--- src/logic/ccd_defines.svh ---
// Register offsets, field positions, reset values of the cam clutch block
`ifndef CCD_DEFINES_SVH
`define CCD_DEFINES_SVH

`define CCD_ADDR_W 4
`define CCD_DATA_W 32

`define CCD_OFF_CTRL 4'h0
`define CCD_OFF_LEAD 4'h1
`define CCD_OFF_DISENG 4'h2
`define CCD_OFF_RELEAD 4'h3
`define CCD_OFF_STATUS 4'h4
`define CCD_OFF_LEAD_REM 4'h5
`define CCD_OFF_DIS_REM 4'h6
`define CCD_OFF_INT_STAT 4'h7
`define CCD_OFF_INT_MASK 4'h8

`define CCD_CTRL_EN_BIT 0
`define CCD_CTRL_ENG_LSB 4
`define CCD_CTRL_ENG_MSB 7
`define CCD_CTRL_SEL_LSB 8
`define CCD_CTRL_SEL_MSB 10
`define CCD_CTRL_SHUT_BIT 11
`define CCD_CTRL_PR_LSB 16
`define CCD_CTRL_PR_MSB 23

`define CCD_ENG_NOW 4'h0
`define CCD_ENG_DI 4'h1
`define CCD_ENG_CAPTURE 4'h2

`define CCD_SEL_NONE 3'h0
`define CCD_SEL_DI 3'h1
`define CCD_SEL_COUNT 3'h2
`define CCD_SEL_CYCLE 3'h4
`define CCD_SEL_SMOOTH 3'h6

`define CCD_INT_OVF 0
`define CCD_INT_DIS 1
`define CCD_INT_PR 2
`define CCD_INT_W 3

`define CCD_CTRL_RST 32'h0000_0000
`define CCD_CNT_RST 32'h0000_0000
`define CCD_MASK_RST 3'h0

`endif

--- src/logic/ccd_pkg.sv ---
// Types of the cam clutch disengage block
package ccd_pkg;

    typedef enum logic [2:0] {
        CCD_STOP = 3'b001,
        CCD_LEAD = 3'b010,
        CCD_ENGAGED = 3'b100
    } ccd_state_t;

    typedef struct packed {
        logic [3:0] addr;
        logic [31:0] wdata;
        logic wr;
        logic rd;
    } ccd_bus_req_t;

    typedef struct packed {
        logic pulse;
        logic dir;
    } ccd_master_t;

endpackage : ccd_pkg

--- src/logic/ccd_clutch.sv ---
// Cam clutch disengage control with register port and interrupt
//
// Summary of operation
// - In the lead state each master pulse steps the remaining lead count, engaging at zero.
// - Clearing the cam enable bit returns the state machine to stop from any state.
// - A lead count driven the wrong way until it overflows clears enable and forces stop.
// - The disengage condition is looked at only while engaged.
// - Code zero never disengages; only clearing enable leaves engagement.
// - Code one goes from engaged to stop when the cam digital input drops.
// - Code two goes to stop after the signed disengage pulse count, sign giving direction.
// - Code six acts as code two but asks the slave to hold its speed while leaving.
// - Code four without the shut-down flag returns to the lead state and reloads the lead count from the re-lead count.
// - With the shut-down flag set, a disengagement clears the cam enable bit.
// - The position routine is called on disengagement only with codes two, four or six.
// - The routine start is issued in the same cycle the cam leaves the engaged state, with no delay.
//
// The plain strobed port and the register addresses were decided locally.
`timescale 1ns/1ps
`include "ccd_defines.svh"

module ccd_clutch #(
    parameter int CW = 32
) (
    input wire logic mclk,
    input wire logic rst,
    input ccd_pkg::ccd_bus_req_t bus_req,
    output logic [31:0] bus_rdata,
    input ccd_pkg::ccd_master_t master,
    input wire logic cam_digital_input,
    input wire logic capture_evt,
    output logic [2:0] cam_state,
    output logic slave_follow,
    output logic speed_hold,
    output logic position_routine_start,
    output logic [7:0] position_routine_index,
    output logic irq
);
    import ccd_pkg::*;

    ////////////////////////////////////////////////////////////////////////
    // Registers and wires

    logic [31:0] cam_clutch_control_r;
    logic [CW-1:0] lead_pulse_count_r;
    logic [CW-1:0] disengage_pulse_count_r;
    logic [CW-1:0] relead_pulse_count_r;
    logic [CW-1:0] lead_rem_r;
    logic [CW-1:0] dis_rem_r;
    logic [`CCD_INT_W-1:0] int_stat_r;
    logic [`CCD_INT_W-1:0] int_mask_r;
    logic [31:0] rdata_r;
    ccd_state_t state_r;
    ccd_state_t state_nxt;
    logic slave_follow_r;
    logic speed_hold_r;
    logic pr_start_r;
    logic irq_r;

    logic wr_ctrl;
    logic cam_en;
    logic [3:0] eng_mode;
    logic [2:0] dis_sel;
    logic shut_flag;
    logic [7:0] pr_index;
    logic engage_cond;
    logic lead_step;
    logic dis_step;
    logic [CW-1:0] step_val;
    logic [CW-1:0] lead_next;
    logic [CW-1:0] dis_next;
    logic lead_ovf;
    logic lead_done;
    logic dis_cond;
    logic disengage;
    logic count_sel;
    logic to_lead_from_stop;
    logic to_engaged;
    logic relead;
    logic hw_disable;
    logic [`CCD_INT_W-1:0] int_evt;
    logic [31:0] rd_mux;

    localparam logic [CW-1:0] CNT_MAX = {1'b0, {(CW-1){1'b1}}};
    localparam logic [CW-1:0] CNT_MIN = {1'b1, {(CW-1){1'b0}}};
    localparam logic [CW-1:0] CNT_ZERO = '0;
    localparam logic [CW-1:0] CNT_ONE = {{(CW-1){1'b0}}, 1'b1};

    ////////////////////////////////////////////////////////////////////////
    // Control field decode

    assign cam_en = cam_clutch_control_r[`CCD_CTRL_EN_BIT];
    assign eng_mode = cam_clutch_control_r[`CCD_CTRL_ENG_MSB:`CCD_CTRL_ENG_LSB];
    assign dis_sel = cam_clutch_control_r[`CCD_CTRL_SEL_MSB:`CCD_CTRL_SEL_LSB];
    assign shut_flag = cam_clutch_control_r[`CCD_CTRL_SHUT_BIT];
    assign pr_index = cam_clutch_control_r[`CCD_CTRL_PR_MSB:`CCD_CTRL_PR_LSB];
    assign wr_ctrl = bus_req.wr && (bus_req.addr == `CCD_OFF_CTRL);

    ////////////////////////////////////////////////////////////////////////
    // Engage condition

    always_comb
    begin
        case (eng_mode)
            `CCD_ENG_NOW: engage_cond = 1'b1;
            `CCD_ENG_DI: engage_cond = cam_digital_input;
            `CCD_ENG_CAPTURE: engage_cond = capture_evt;
            default: engage_cond = 1'b0;
        endcase
    end

    ////////////////////////////////////////////////////////////////////////
    // Pulse counting, positive direction counts down

    assign step_val = master.dir ? ~CNT_ZERO : CNT_ONE;
    assign lead_step = (state_r == CCD_LEAD) && master.pulse;
    assign dis_step = (state_r == CCD_ENGAGED) && master.pulse;
    assign lead_next = lead_rem_r + step_val;
    assign dis_next = dis_rem_r + step_val;

    // Wrong direction runs the count away from zero until the next step would wrap it
    assign lead_ovf = lead_step && (master.dir ? (lead_rem_r == CNT_MIN)
                                               : (lead_rem_r == CNT_MAX));
    assign lead_done = (state_r == CCD_LEAD) && (lead_rem_r == CNT_ZERO);

    ////////////////////////////////////////////////////////////////////////
    // Disengage condition, only while engaged

    assign count_sel = (dis_sel == `CCD_SEL_COUNT) || (dis_sel == `CCD_SEL_CYCLE)
                       || (dis_sel == `CCD_SEL_SMOOTH);

    always_comb
    begin
        case (dis_sel)
            `CCD_SEL_NONE: dis_cond = 1'b0;
            `CCD_SEL_DI: dis_cond = !cam_digital_input;
            `CCD_SEL_COUNT: dis_cond = (dis_rem_r == CNT_ZERO);
            `CCD_SEL_SMOOTH: dis_cond = (dis_rem_r == CNT_ZERO);
            `CCD_SEL_CYCLE: dis_cond = (dis_rem_r == CNT_ZERO);
            default: dis_cond = 1'b0;
        endcase
    end

    assign disengage = cam_en && (state_r == CCD_ENGAGED) && dis_cond;
    assign relead = disengage && (dis_sel == `CCD_SEL_CYCLE);
    assign to_lead_from_stop = cam_en && (state_r == CCD_STOP) && engage_cond;
    assign to_engaged = cam_en && lead_done && !lead_ovf;
    assign hw_disable = lead_ovf || (disengage && shut_flag);

    ////////////////////////////////////////////////////////////////////////
    // State machine

    always_comb
    begin
        state_nxt = state_r;
        case (state_r)
            CCD_STOP:
            begin
                if (to_lead_from_stop)
                begin
                    state_nxt = CCD_LEAD;
                end
            end
            CCD_LEAD:
            begin
                if (lead_ovf)
                begin
                    state_nxt = CCD_STOP;
                end
                else if (lead_done)
                begin
                    state_nxt = CCD_ENGAGED;
                end
            end
            CCD_ENGAGED:
            begin
                if (relead && !shut_flag)
                begin
                    state_nxt = CCD_LEAD;
                end
                else if (disengage)
                begin
                    state_nxt = CCD_STOP;
                end
            end
            default: state_nxt = CCD_STOP;
        endcase
        if (!cam_en || hw_disable)
        begin
            state_nxt = CCD_STOP;
        end
    end

    always_ff @(posedge mclk or posedge rst)
    begin
        if (rst)
        begin
            state_r <= CCD_STOP;
        end
        else
        begin
            state_r <= state_nxt;
        end
    end

    ////////////////////////////////////////////////////////////////////////
    // Remaining lead count

    always_ff @(posedge mclk or posedge rst)
    begin
        if (rst)
        begin
            lead_rem_r <= CW'(`CCD_CNT_RST);
        end
        else if (to_lead_from_stop)
        begin
            lead_rem_r <= lead_pulse_count_r;
        end
        else if (relead)
        begin
            lead_rem_r <= relead_pulse_count_r;
        end
        else if (lead_step && !lead_ovf && !lead_done)
        begin
            lead_rem_r <= lead_next;
        end
    end

    ////////////////////////////////////////////////////////////////////////
    // Remaining disengage count

    always_ff @(posedge mclk or posedge rst)
    begin
        if (rst)
        begin
            dis_rem_r <= CW'(`CCD_CNT_RST);
        end
        else if (to_engaged)
        begin
            dis_rem_r <= disengage_pulse_count_r;
        end
        else if (dis_step && (dis_rem_r != CNT_ZERO))
        begin
            dis_rem_r <= dis_next;
        end
    end

    ////////////////////////////////////////////////////////////////////////
    // Control register, hardware disable beats a software write

    always_ff @(posedge mclk or posedge rst)
    begin
        if (rst)
        begin
            cam_clutch_control_r <= `CCD_CTRL_RST;
        end
        else
        begin
            if (wr_ctrl)
            begin
                cam_clutch_control_r <= bus_req.wdata;
            end
            if (hw_disable)
            begin
                cam_clutch_control_r[`CCD_CTRL_EN_BIT] <= 1'b0;
            end
        end
    end

    ////////////////////////////////////////////////////////////////////////
    // Count parameters

    always_ff @(posedge mclk or posedge rst)
    begin
        if (rst)
        begin
            lead_pulse_count_r <= CW'(`CCD_CNT_RST);
            disengage_pulse_count_r <= CW'(`CCD_CNT_RST);
            relead_pulse_count_r <= CW'(`CCD_CNT_RST);
        end
        else if (bus_req.wr)
        begin
            case (bus_req.addr)
                `CCD_OFF_LEAD: lead_pulse_count_r <= bus_req.wdata[CW-1:0];
                `CCD_OFF_DISENG: disengage_pulse_count_r <= bus_req.wdata[CW-1:0];
                `CCD_OFF_RELEAD: relead_pulse_count_r <= bus_req.wdata[CW-1:0];
                default: ;
            endcase
        end
    end

    ////////////////////////////////////////////////////////////////////////
    // Slave follow, speed hold and routine start outputs

    always_ff @(posedge mclk or posedge rst)
    begin
        if (rst)
        begin
            slave_follow_r <= 1'b0;
            speed_hold_r <= 1'b0;
        end
        else
        begin
            slave_follow_r <= (state_nxt == CCD_ENGAGED);
            speed_hold_r <= disengage && (dis_sel == `CCD_SEL_SMOOTH);
        end
    end

    always_ff @(posedge mclk or posedge rst)
    begin
        if (rst)
        begin
            pr_start_r <= 1'b0;
        end
        else
        begin
            pr_start_r <= disengage && count_sel;
        end
    end

    ////////////////////////////////////////////////////////////////////////
    // Interrupt status, set wins over write-one-to-clear

    assign int_evt[`CCD_INT_OVF] = lead_ovf;
    assign int_evt[`CCD_INT_DIS] = disengage;
    assign int_evt[`CCD_INT_PR] = disengage && count_sel;

    generate
        for (genvar i = 0; i < `CCD_INT_W; i++)
        begin : g_int
            always_ff @(posedge mclk or posedge rst)
            begin
                if (rst)
                begin
                    int_stat_r[i] <= 1'b0;
                end
                else if (int_evt[i])
                begin
                    int_stat_r[i] <= 1'b1;
                end
                else if (bus_req.wr && (bus_req.addr == `CCD_OFF_INT_STAT)
                         && bus_req.wdata[i])
                begin
                    int_stat_r[i] <= 1'b0;
                end
            end
        end
    endgenerate

    always_ff @(posedge mclk or posedge rst)
    begin
        if (rst)
        begin
            int_mask_r <= `CCD_MASK_RST;
        end
        else if (bus_req.wr && (bus_req.addr == `CCD_OFF_INT_MASK))
        begin
            int_mask_r <= bus_req.wdata[`CCD_INT_W-1:0];
        end
    end

    always_ff @(posedge mclk or posedge rst)
    begin
        if (rst)
        begin
            irq_r <= 1'b0;
        end
        else
        begin
            irq_r <= |((int_stat_r | int_evt) & int_mask_r);
        end
    end

    ////////////////////////////////////////////////////////////////////////
    // Read port, data in the cycle after the strobe

    always_comb
    begin
        rd_mux = 32'h0000_0000;
        case (bus_req.addr)
            `CCD_OFF_CTRL: rd_mux = cam_clutch_control_r;
            `CCD_OFF_LEAD: rd_mux[CW-1:0] = lead_pulse_count_r;
            `CCD_OFF_DISENG: rd_mux[CW-1:0] = disengage_pulse_count_r;
            `CCD_OFF_RELEAD: rd_mux[CW-1:0] = relead_pulse_count_r;
            `CCD_OFF_STATUS: rd_mux[2:0] = state_r;
            `CCD_OFF_LEAD_REM: rd_mux[CW-1:0] = lead_rem_r;
            `CCD_OFF_DIS_REM: rd_mux[CW-1:0] = dis_rem_r;
            `CCD_OFF_INT_STAT: rd_mux[`CCD_INT_W-1:0] = int_stat_r;
            `CCD_OFF_INT_MASK: rd_mux[`CCD_INT_W-1:0] = int_mask_r;
            default: rd_mux = 32'h0000_0000;
        endcase
    end

    always_ff @(posedge mclk or posedge rst)
    begin
        if (rst)
        begin
            rdata_r <= 32'h0000_0000;
        end
        else if (bus_req.rd)
        begin
            rdata_r <= rd_mux;
        end
        else
        begin
            rdata_r <= 32'h0000_0000;
        end
    end

    ////////////////////////////////////////////////////////////////////////
    // Outputs

    logic [2:0] cam_state_r;
    logic [7:0] pr_index_r;

    always_ff @(posedge mclk or posedge rst)
    begin
        if (rst)
        begin
            cam_state_r <= CCD_STOP;
            pr_index_r <= 8'h00;
        end
        else
        begin
            cam_state_r <= state_nxt;
            pr_index_r <= pr_index;
        end
    end

    assign bus_rdata = rdata_r;
    assign cam_state = cam_state_r;
    assign slave_follow = slave_follow_r;
    assign speed_hold = speed_hold_r;
    assign position_routine_start = pr_start_r;
    assign position_routine_index = pr_index_r;
    assign irq = irq_r;

endmodule : ccd_clutch

--- config.mk ---
export PLATFORM = sky130hd
export DESIGN_NAME = ccd_clutch
export DESIGN_NICKNAME = d
export VERILOG_FILES = /design/src/logic/ccd_pkg.sv /design/src/logic/ccd_clutch.sv
export VERILOG_INCLUDE_DIRS = /design/src /design/src/logic
export SDC_FILE = /design/constraint.sdc
export NUM_CORES = 1
export LEC_CHECK = 0
export ABC_CLOCK_PERIOD_IN_PS = 7520
export BUFFER_PORTS_ARGS = -buffer_cell sky130_fd_sc_hd__buf_2
export CAP_MARGIN = 0
export CORE_ASPECT_RATIO = 1.2
export CORE_MARGIN = 2
export CORE_UTILIZATION = 53
export DETAILED_ROUTE_END_ITERATION = 6
export HOLD_SLACK_MARGIN = 0.12
export PLACE_DENSITY = 0.74
export SLEW_MARGIN = 10
export SYNTH_ARGS = -nofsm -noshare
export SYNTH_HDL_FRONTEND = slang
export SYNTH_SLANG_ARGS = --single-unit
--- constraint.sdc ---
create_clock -name mclk -period 7.52 [get_ports mclk]
set_input_delay 0.376 -clock mclk [delete_from_list [all_inputs] [get_ports mclk]]
set_output_delay 0.376 -clock mclk [all_outputs]
set_load 0.02 [all_outputs]
==> results of run 1 <==
==> worst max-delay path by stage <==
stage | cells after the start | start | to
floorplan | 1 | rst | bus_rdata[0]$_DFF_PP0_
global placement | 11 | master[0] | lead_rem_r[1]$_DFFE_PP0P_
detailed placement | 11 | master[0] | lead_rem_r[1]$_DFFE_PP0P_
CTS | 11 | master[0] | lead_rem_r[1]$_DFFE_PP0P_
global route | 10 | master[0] | lead_rem_r[1]$_DFFE_PP0P_
finish | 11 | master[0] | lead_rem_r[1]$_DFFE_PP0P_
==> what timing repair did <==
| action | CTS | global route |
|---|---|---|
| endpoints found under the setup margin | 0 | 0 |
| hold endpoints to repair | 141 | 0 |
| hold buffers | 19 | 0 |
==> registers in the layout, indices dropped and copies added (netlist names) <==
register / cells
cam_clutch_control_r: 32
lead_pulse_count_r: 32
int_stat_r: 3
slave_follow: 1
lead_rem_r: 32
dis_rem_r: 32
irq: 1
disengage_pulse_count_r: 32
int_mask_r: 3
relead_pulse_count_r: 32
position_routine_start: 1
cam_state: 3
speed_hold: 1
position_routine_index: 8
bus_rdata: 32
==> area by class of cell <==
cell class / instances / area [um^2]
sequential: 245 / 6130
inverter: 29 / 116
timing repair buffer: 127 / 788
multi-input combinational: 952 / 7210
clock inverter: 13 / 144
tap: 330 / 413
clock buffer: 35 / 766
fill: 2089 / 9820
==> layer usage <==
| layer | vias up | global-route usage [%] | share of wire (%) |
|---|---|---|---|
| met5 | - | 0 | 0 |
| met3 | 147 | 4.92 | 9.3 |
| li1 | 5191 | - | - |
| met4 | 0 | 15.7 | 5.2 |
| met2 | 692 | 52.4 | 48 |
| met1 | 5898 | 41.5 | 38 |
==> worst max-delay path: cells and delay by family <==
kind,cells,cell delay (ns)
and+or+nand+nor,6,1.96
adders and majority gates,1,0.37
AOI/OAI and AO/OA,2,0.34
buffers and inverters,2,1.01
==> cell usage in the layout, fill, tap and decap left out, types with 8 or more instances in the layout <==
cell type | netlist | layout
clkbuf_16 | 0 | 27
nor4_1 | 21 | 20
dfrtp_1 | 244 | 244
a221oi_1 | 10 | 10
inv_1 | 29 | 28
nor3_1 | 24 | 21
nand2_1 | 65 | 65
nor2b_1 | 12 | 12
o21ai_1 | 11 | 11
a31oi_1 | 8 | 8
a21o_1 | 30 | 30
o21a_1 | 9 | 9
nor3b_1 | 9 | 9
o21ai_0 | 62 | 62
ha_1 | 60 | 60
a22oi_1 | 25 | 25
a222oi_1 | 58 | 58
buf_2 | 5 | 90
xor2_1 | 22 | 22
a221o_1 | 8 | 8
a211oi_1 | 25 | 25
nand3_1 | 20 | 20
mux2_2 | 131 | 131
dlygate4sd3_1 | 0 | 19
nand2b_1 | 10 | 10
a22o_1 | 11 | 11
nor2_1 | 63 | 60
o22ai_1 | 22 | 22
xnor2_1 | 29 | 29
nand4_1 | 10 | 10
a21oi_1 | 111 | 111
buf_4 | 0 | 17
==> cells by family after synthesis <==
group | count (synthesis) | share of synthesized area, %
AOI/OAI and AO/OA | 435 | 22.3
xor gates and xnor gates | 51 | 3.27
adders and majority gates | 62 | 5.79
buffers and inverters | 93 | 2.60
DFF | 245 | 44.9
muxes | 137 | 11.2
and+or+nand+nor | 267 | 9.89
==> power breakdown <==
group	leakage [nW]	internal, mW	switching (mW)
combinational	3.46	0.579	0.773
sequential	3.11	1.58	0.332
clock	0.441	0.789	0.562
total	7.02	2.95	1.67
==> per-stage QoR <==
step	instance area (um^2)	worst slack [ns]	power (mW)	instances	utilization (%)
3_5_place_dp	14500	3.34	3.23	1664	57.0
3_3_place_gp	14500	3.42	3.20	1664	57.0
2_1_floorplan	13700	0.416	2.75	1290	-
6_report	15600	3.80	4.61	1731	61.3
5_1_grt	15600	3.49	4.81	1731	61.3
4_1_cts	15600	3.89	4.58	1731	61.3
==> metrics.cfg, run 1 <==
[clock_tree]
cts-buffers-inserted = 27
clockRootBuffer = clkbuf_16
cts_tree = built
clock-sinks = 245
clk_pin_slew_ns = 0.06
cts_buffer_depth = 3
postCtsSetupBuffers = 0
htreeDepth = 1
postCtsResizedCells = 0
clk-insertion-delay-late_ns = 0.56

[worst_hold_path]
holdPathStages = 2
holdPathEnd = relead_pulse_count_r[25]$_DFFE_PP0P_
worstHoldStart = bus_req[27]
hold_path_class = primary input to register

[die]
fp.dieH_um = 180
die-area_mm2 = 0.0271
initial_core_util_pct = 53.8
placementRows = 64
core_region_area_mm2 = 0.0254
num_io_pins = 91
dieWidth_um = 151

[drt]
vias_per_cell = 6.89
postRouteAntennaNets = 0
wl_per_cell_um = 25.5
initialDrtViolationCount = 1511
drc = 25
num_vias = 11928
firstDrtPassIters = 7
wl_mm = 44.1

[timing]
fin_crit_sh_pct = 49.4
rsz0062_at_grt = false
holdWs_ns = 0.123
finalCriticalPeriod_ns = 3.72
skew_ns = 0.0138
worst_pin_slew_ns = 1.01
finalSetupViolCount = 0
slew_headroom_pct = 32.7
fmax_ghz = 0.269
slew_viol_final = 0
timing.setup.tns_ns = 0
finalHoldViolCount = 0

[layout]
syn_to_final_growth_pct = 13.9
final_nets = 1488
antenna_cells = 0
drive_gt1_share_pct = 22.2

[yosys]
yosys.area.top_type = dfrtp_1
synth_warnings = 0
synth_top_area_share_pct = 44.7
ys_ff_latch = 245
yosysMostFrequentCell = dfrtp_1
synth-edff-count = 0
ys_seq_area_share_pct = 44.9
syn_inst = 1290
ys.flop_type = dfrtp_1
syn_nets = 1396
syn_area_per_cell_um2 = 10.6
synthTopCellsByArea = dfrtp_1 45%, mux2_2 11%, ha_1 5.5%
synth_commonest_cells = 244 x dfrtp_1, 131 x mux2_2, 111 x a21oi_1
netlist_area_mm2 = 0.0137
ys_types = 69
synthArstFlopShare_pct = 100

[critical_path]
required_ns = 7.93
r2r_start = dis_rem_r[25]$_DFFE_PP0P_
cp-start-kind = primary input
crit_slowest_cell = buf_4
cp_max_fo = 48
reg2reg_slack_ns = 3.88
cp_common_cell = nand2_1
worst_r2r_path_depth = 8
worstReg2RegEnd = lead_rem_r[28]$_DFFE_PP0P_
cp_cell_sequence = buf_2, buf_4, ha_1, and4_1, nand2_1, nor4_1, nand2_1, nand2_1, nand2_1, o211ai_1, o21ai_0
arrival_ns = 4.12
critPathKind = primary input to register
end_kind = register
cpPeakStageDelay_ns = 0.61

[placed_design]
dp_hpwl_mm = 29.2
place.gp.congestion = 0.984
port_buffers = 90

[grt]
grt_overflow = 0
grt_pass1_vias = 11831
grt_max_degree = 155
grt_use_total_pct = 32.1
antenna_found_initial = 0
grt_pass1_wl_mm = 67.3

[power_and_ir_drop]
ir_worst_vdd_mv = 0.238
powerDensity_mw_per_mm2 = 296
power_leakage_nw = 7.02

[run_status]
status = complete, but fails checks
violations = design-rule violations

[flow_run]
maxCapViolations = 0

No activity file was read; power rests on OpenSTA's default activity.
==> run 2, diff against run 1 <==
--- a/config.mk
+++ b/config.mk
@@ -6,7 +6,7 @@
 export SDC_FILE = /design/constraint.sdc
 export NUM_CORES = 1
 export LEC_CHECK = 0
-export ABC_CLOCK_PERIOD_IN_PS = 7520
+export ABC_CLOCK_PERIOD_IN_PS = 3600
 export BUFFER_PORTS_ARGS = -buffer_cell sky130_fd_sc_hd__buf_2
 export CAP_MARGIN = 0
 export CORE_ASPECT_RATIO = 1.2
@@ -14,7 +14,7 @@
 export CORE_UTILIZATION = 53
 export DETAILED_ROUTE_END_ITERATION = 6
 export HOLD_SLACK_MARGIN = 0.12
-export PLACE_DENSITY = 0.74
+export PLACE_DENSITY = 0.71
 export SLEW_MARGIN = 10
 export SYNTH_ARGS = -nofsm -noshare
 export SYNTH_HDL_FRONTEND = slang
==> constraint.sdc (replaced) <==
create_clock -name mclk -period 3.6 [get_ports mclk]
set_input_delay 0.18 -clock mclk [delete_from_list [all_inputs] [get_ports mclk]]
set_output_delay 0.18 -clock mclk [all_outputs]
set_load 0.02 [all_outputs]
==> metrics.cfg, run 2 (synthesized netlist as in run 1, its figures left out) <==
[critical_path]
cpPeakStageDelay_ns = 0.54
end_kind = register
cp_cell_sequence = inv_1, fa_1, nor2b_1, o31ai_1, a311oi_1, o31ai_1, a211oi_1, a2111oi_0, o21ai_1, xnor2_1, o21ai_1
crit_slowest_cell = dfrtp_1
cp_max_fo = 7
cp-start-kind = register
critPathKind = register to register
required_ns = 4.02
arrival_ns = 3.58

[die]
die-area_mm2 = 0.0271
core_region_area_mm2 = 0.0254
fp.dieH_um = 180
placementRows = 64
initial_core_util_pct = 53.8
num_io_pins = 91
dieWidth_um = 151

[timing]
slew_viol_final = 0
finalCriticalPeriod_ns = 3.16
timing.setup.tns_ns = 0
skew_ns = 0.0330
finalSetupViolCount = 0
setup_ws_ns = 0.436
holdWs_ns = 0.132
finalHoldViolCount = 0
worst_pin_slew_ns = 1.04
rsz0062_at_grt = false
fin_crit_sh_pct = 87.9
slew_headroom_pct = 30.3
fmax_ghz = 0.316

[placed_design]
place.gp.congestion = 0.942
port_buffers = 90
placed_cells = 1690
dp_hpwl_mm = 31.2
dp_slack_ns = 0.423
placed_area_mm2 = 0.0147

[clock_tree]
cts_buffer_depth = 3
postCtsSetupBuffers = 0
clk_pin_slew_ns = 0.06
clock-sinks = 245
clk-insertion-delay-late_ns = 0.56
cts-buffers-inserted = 26
clockRootBuffer = clkbuf_16
cts_tree = built
htreeDepth = 1

[layout]
fill_cells = 2095
final_area_mm2 = 0.0159
layout_common_cells = 244 x dfrtp_1, 131 x mux2_2, 111 x a21oi_1
multi_input_area_mm2 = 0.00720
final_common_cell = dfrtp_1
syn_to_final_growth_pct = 16.4
antenna_cells = 0
final_nets = 1531
drive_gt1_share_pct = 23.0
register_area_mm2 = 0.00613
stdcell_count = 1775
utilization_pct = 62.6

[drt]
initialDrtViolationCount = 1252
wl_per_cell_um = 25.3
num_vias = 11865
drt-met1-wl_mm = 17.1
highest_layer = met4
postRouteAntennaNets = 0
vias_per_cell = 6.68
wl_mm = 44.9
drc = 9
dr_wl_met3_mm = 3.69
firstDrtPassIters = 7
wl_met2_mm = 21.4

[grt]
grt_overflow = 0
antenna_found_initial = 0
grt_max_degree = 73
grt_use_total_pct = 33.1
grt_pass1_wl_mm = 69.1
grt_pass1_vias = 11996

[run_status]
violations = design-rule violations
status = complete, but fails checks

[power_and_ir_drop]
ir_worst_vdd_mv = 0.454
powerDensity_mw_per_mm2 = 594
power_mw = 9.45
power_leakage_nw = 7.20

[worst_hold_path]
hold_path_class = primary input to register

[flow_run]
maxCapViolations = 0

## run 2: cell types whose count changed in the layout (fill, tap and decap cells not counted), moves of 2 or more
cell,delta
buf_12,+4
buf_4,+22
bufinv_16,-2
clkbuf_1,+4
dlygate4sd3_1,+18
## run 2: final timing paths
path	start	endpoint	slack (ns)	cells after the start
max	lead_rem_r[0]$_DFFE_PP0P_	lead_rem_r[30]$_DFFE_PP0P_	0.44	11
min	bus_req[34]	int_stat_r[2]$_DFFE_PP0P_	0.13	5
max reg2reg	lead_rem_r[0]$_DFFE_PP0P_	lead_rem_r[30]$_DFFE_PP0P_	0.44	11
min reg2reg	cam_clutch_control_r[17]$_DFFE_PP0P_	position_routine_index[1]$_DFF_PP0_	0.41	0
max in group asynchronous	rst	lead_rem_r[17]$_DFFE_PP0P_	2.27	4
min in group asynchronous	rst	bus_rdata[2]$_DFF_PP0_	0.33	3
## run 2: layer usage
layer  track usage, %  up-vias
met2             54.8      655
met4             17.2        0
met3             4.47      146
met1             42.1     5799
met5                0        -
li1                 -     5265
## run 2: worst max-delay path, delay by kind of cell, from the launching register on
family	cells	cell delay, ns
AO/OA/AOI/OAI	7	1.62
XOR/XNOR	1	0.14
adder cells (fa/ha/maj)	1	0.41
buffers and inverters	1	0.11
flip-flops	1	0.54
AND/OR/NAND/NOR	1	0.21
## run 2: layout make-up
| class | count | area share, % |
|---|---|---|
| tap | 330 | 2.60 |
| multi-input combinational | 952 | 45.3 |
| clock buffer | 38 | 4.75 |
| timing repair buffer | 171 | 7.63 |
| clock inverter | 10 | 0.456 |
| sequential | 245 | 38.6 |
| inverter | 29 | 0.708 |
## run 2: what timing repair did
action                    4_1_cts  5_1_grt
resized for setup               0        0
hold buffers                   37        0
hold endpoints to repair      164        0
## run 2: power breakdown
part           switching (mW)  total [mW]  internal [mW]  leakage (nW)
registers               0.717        4.01           3.30          3.11
clock network            1.14        2.60           1.46         0.402
logic                    1.59        2.83           1.25          3.68
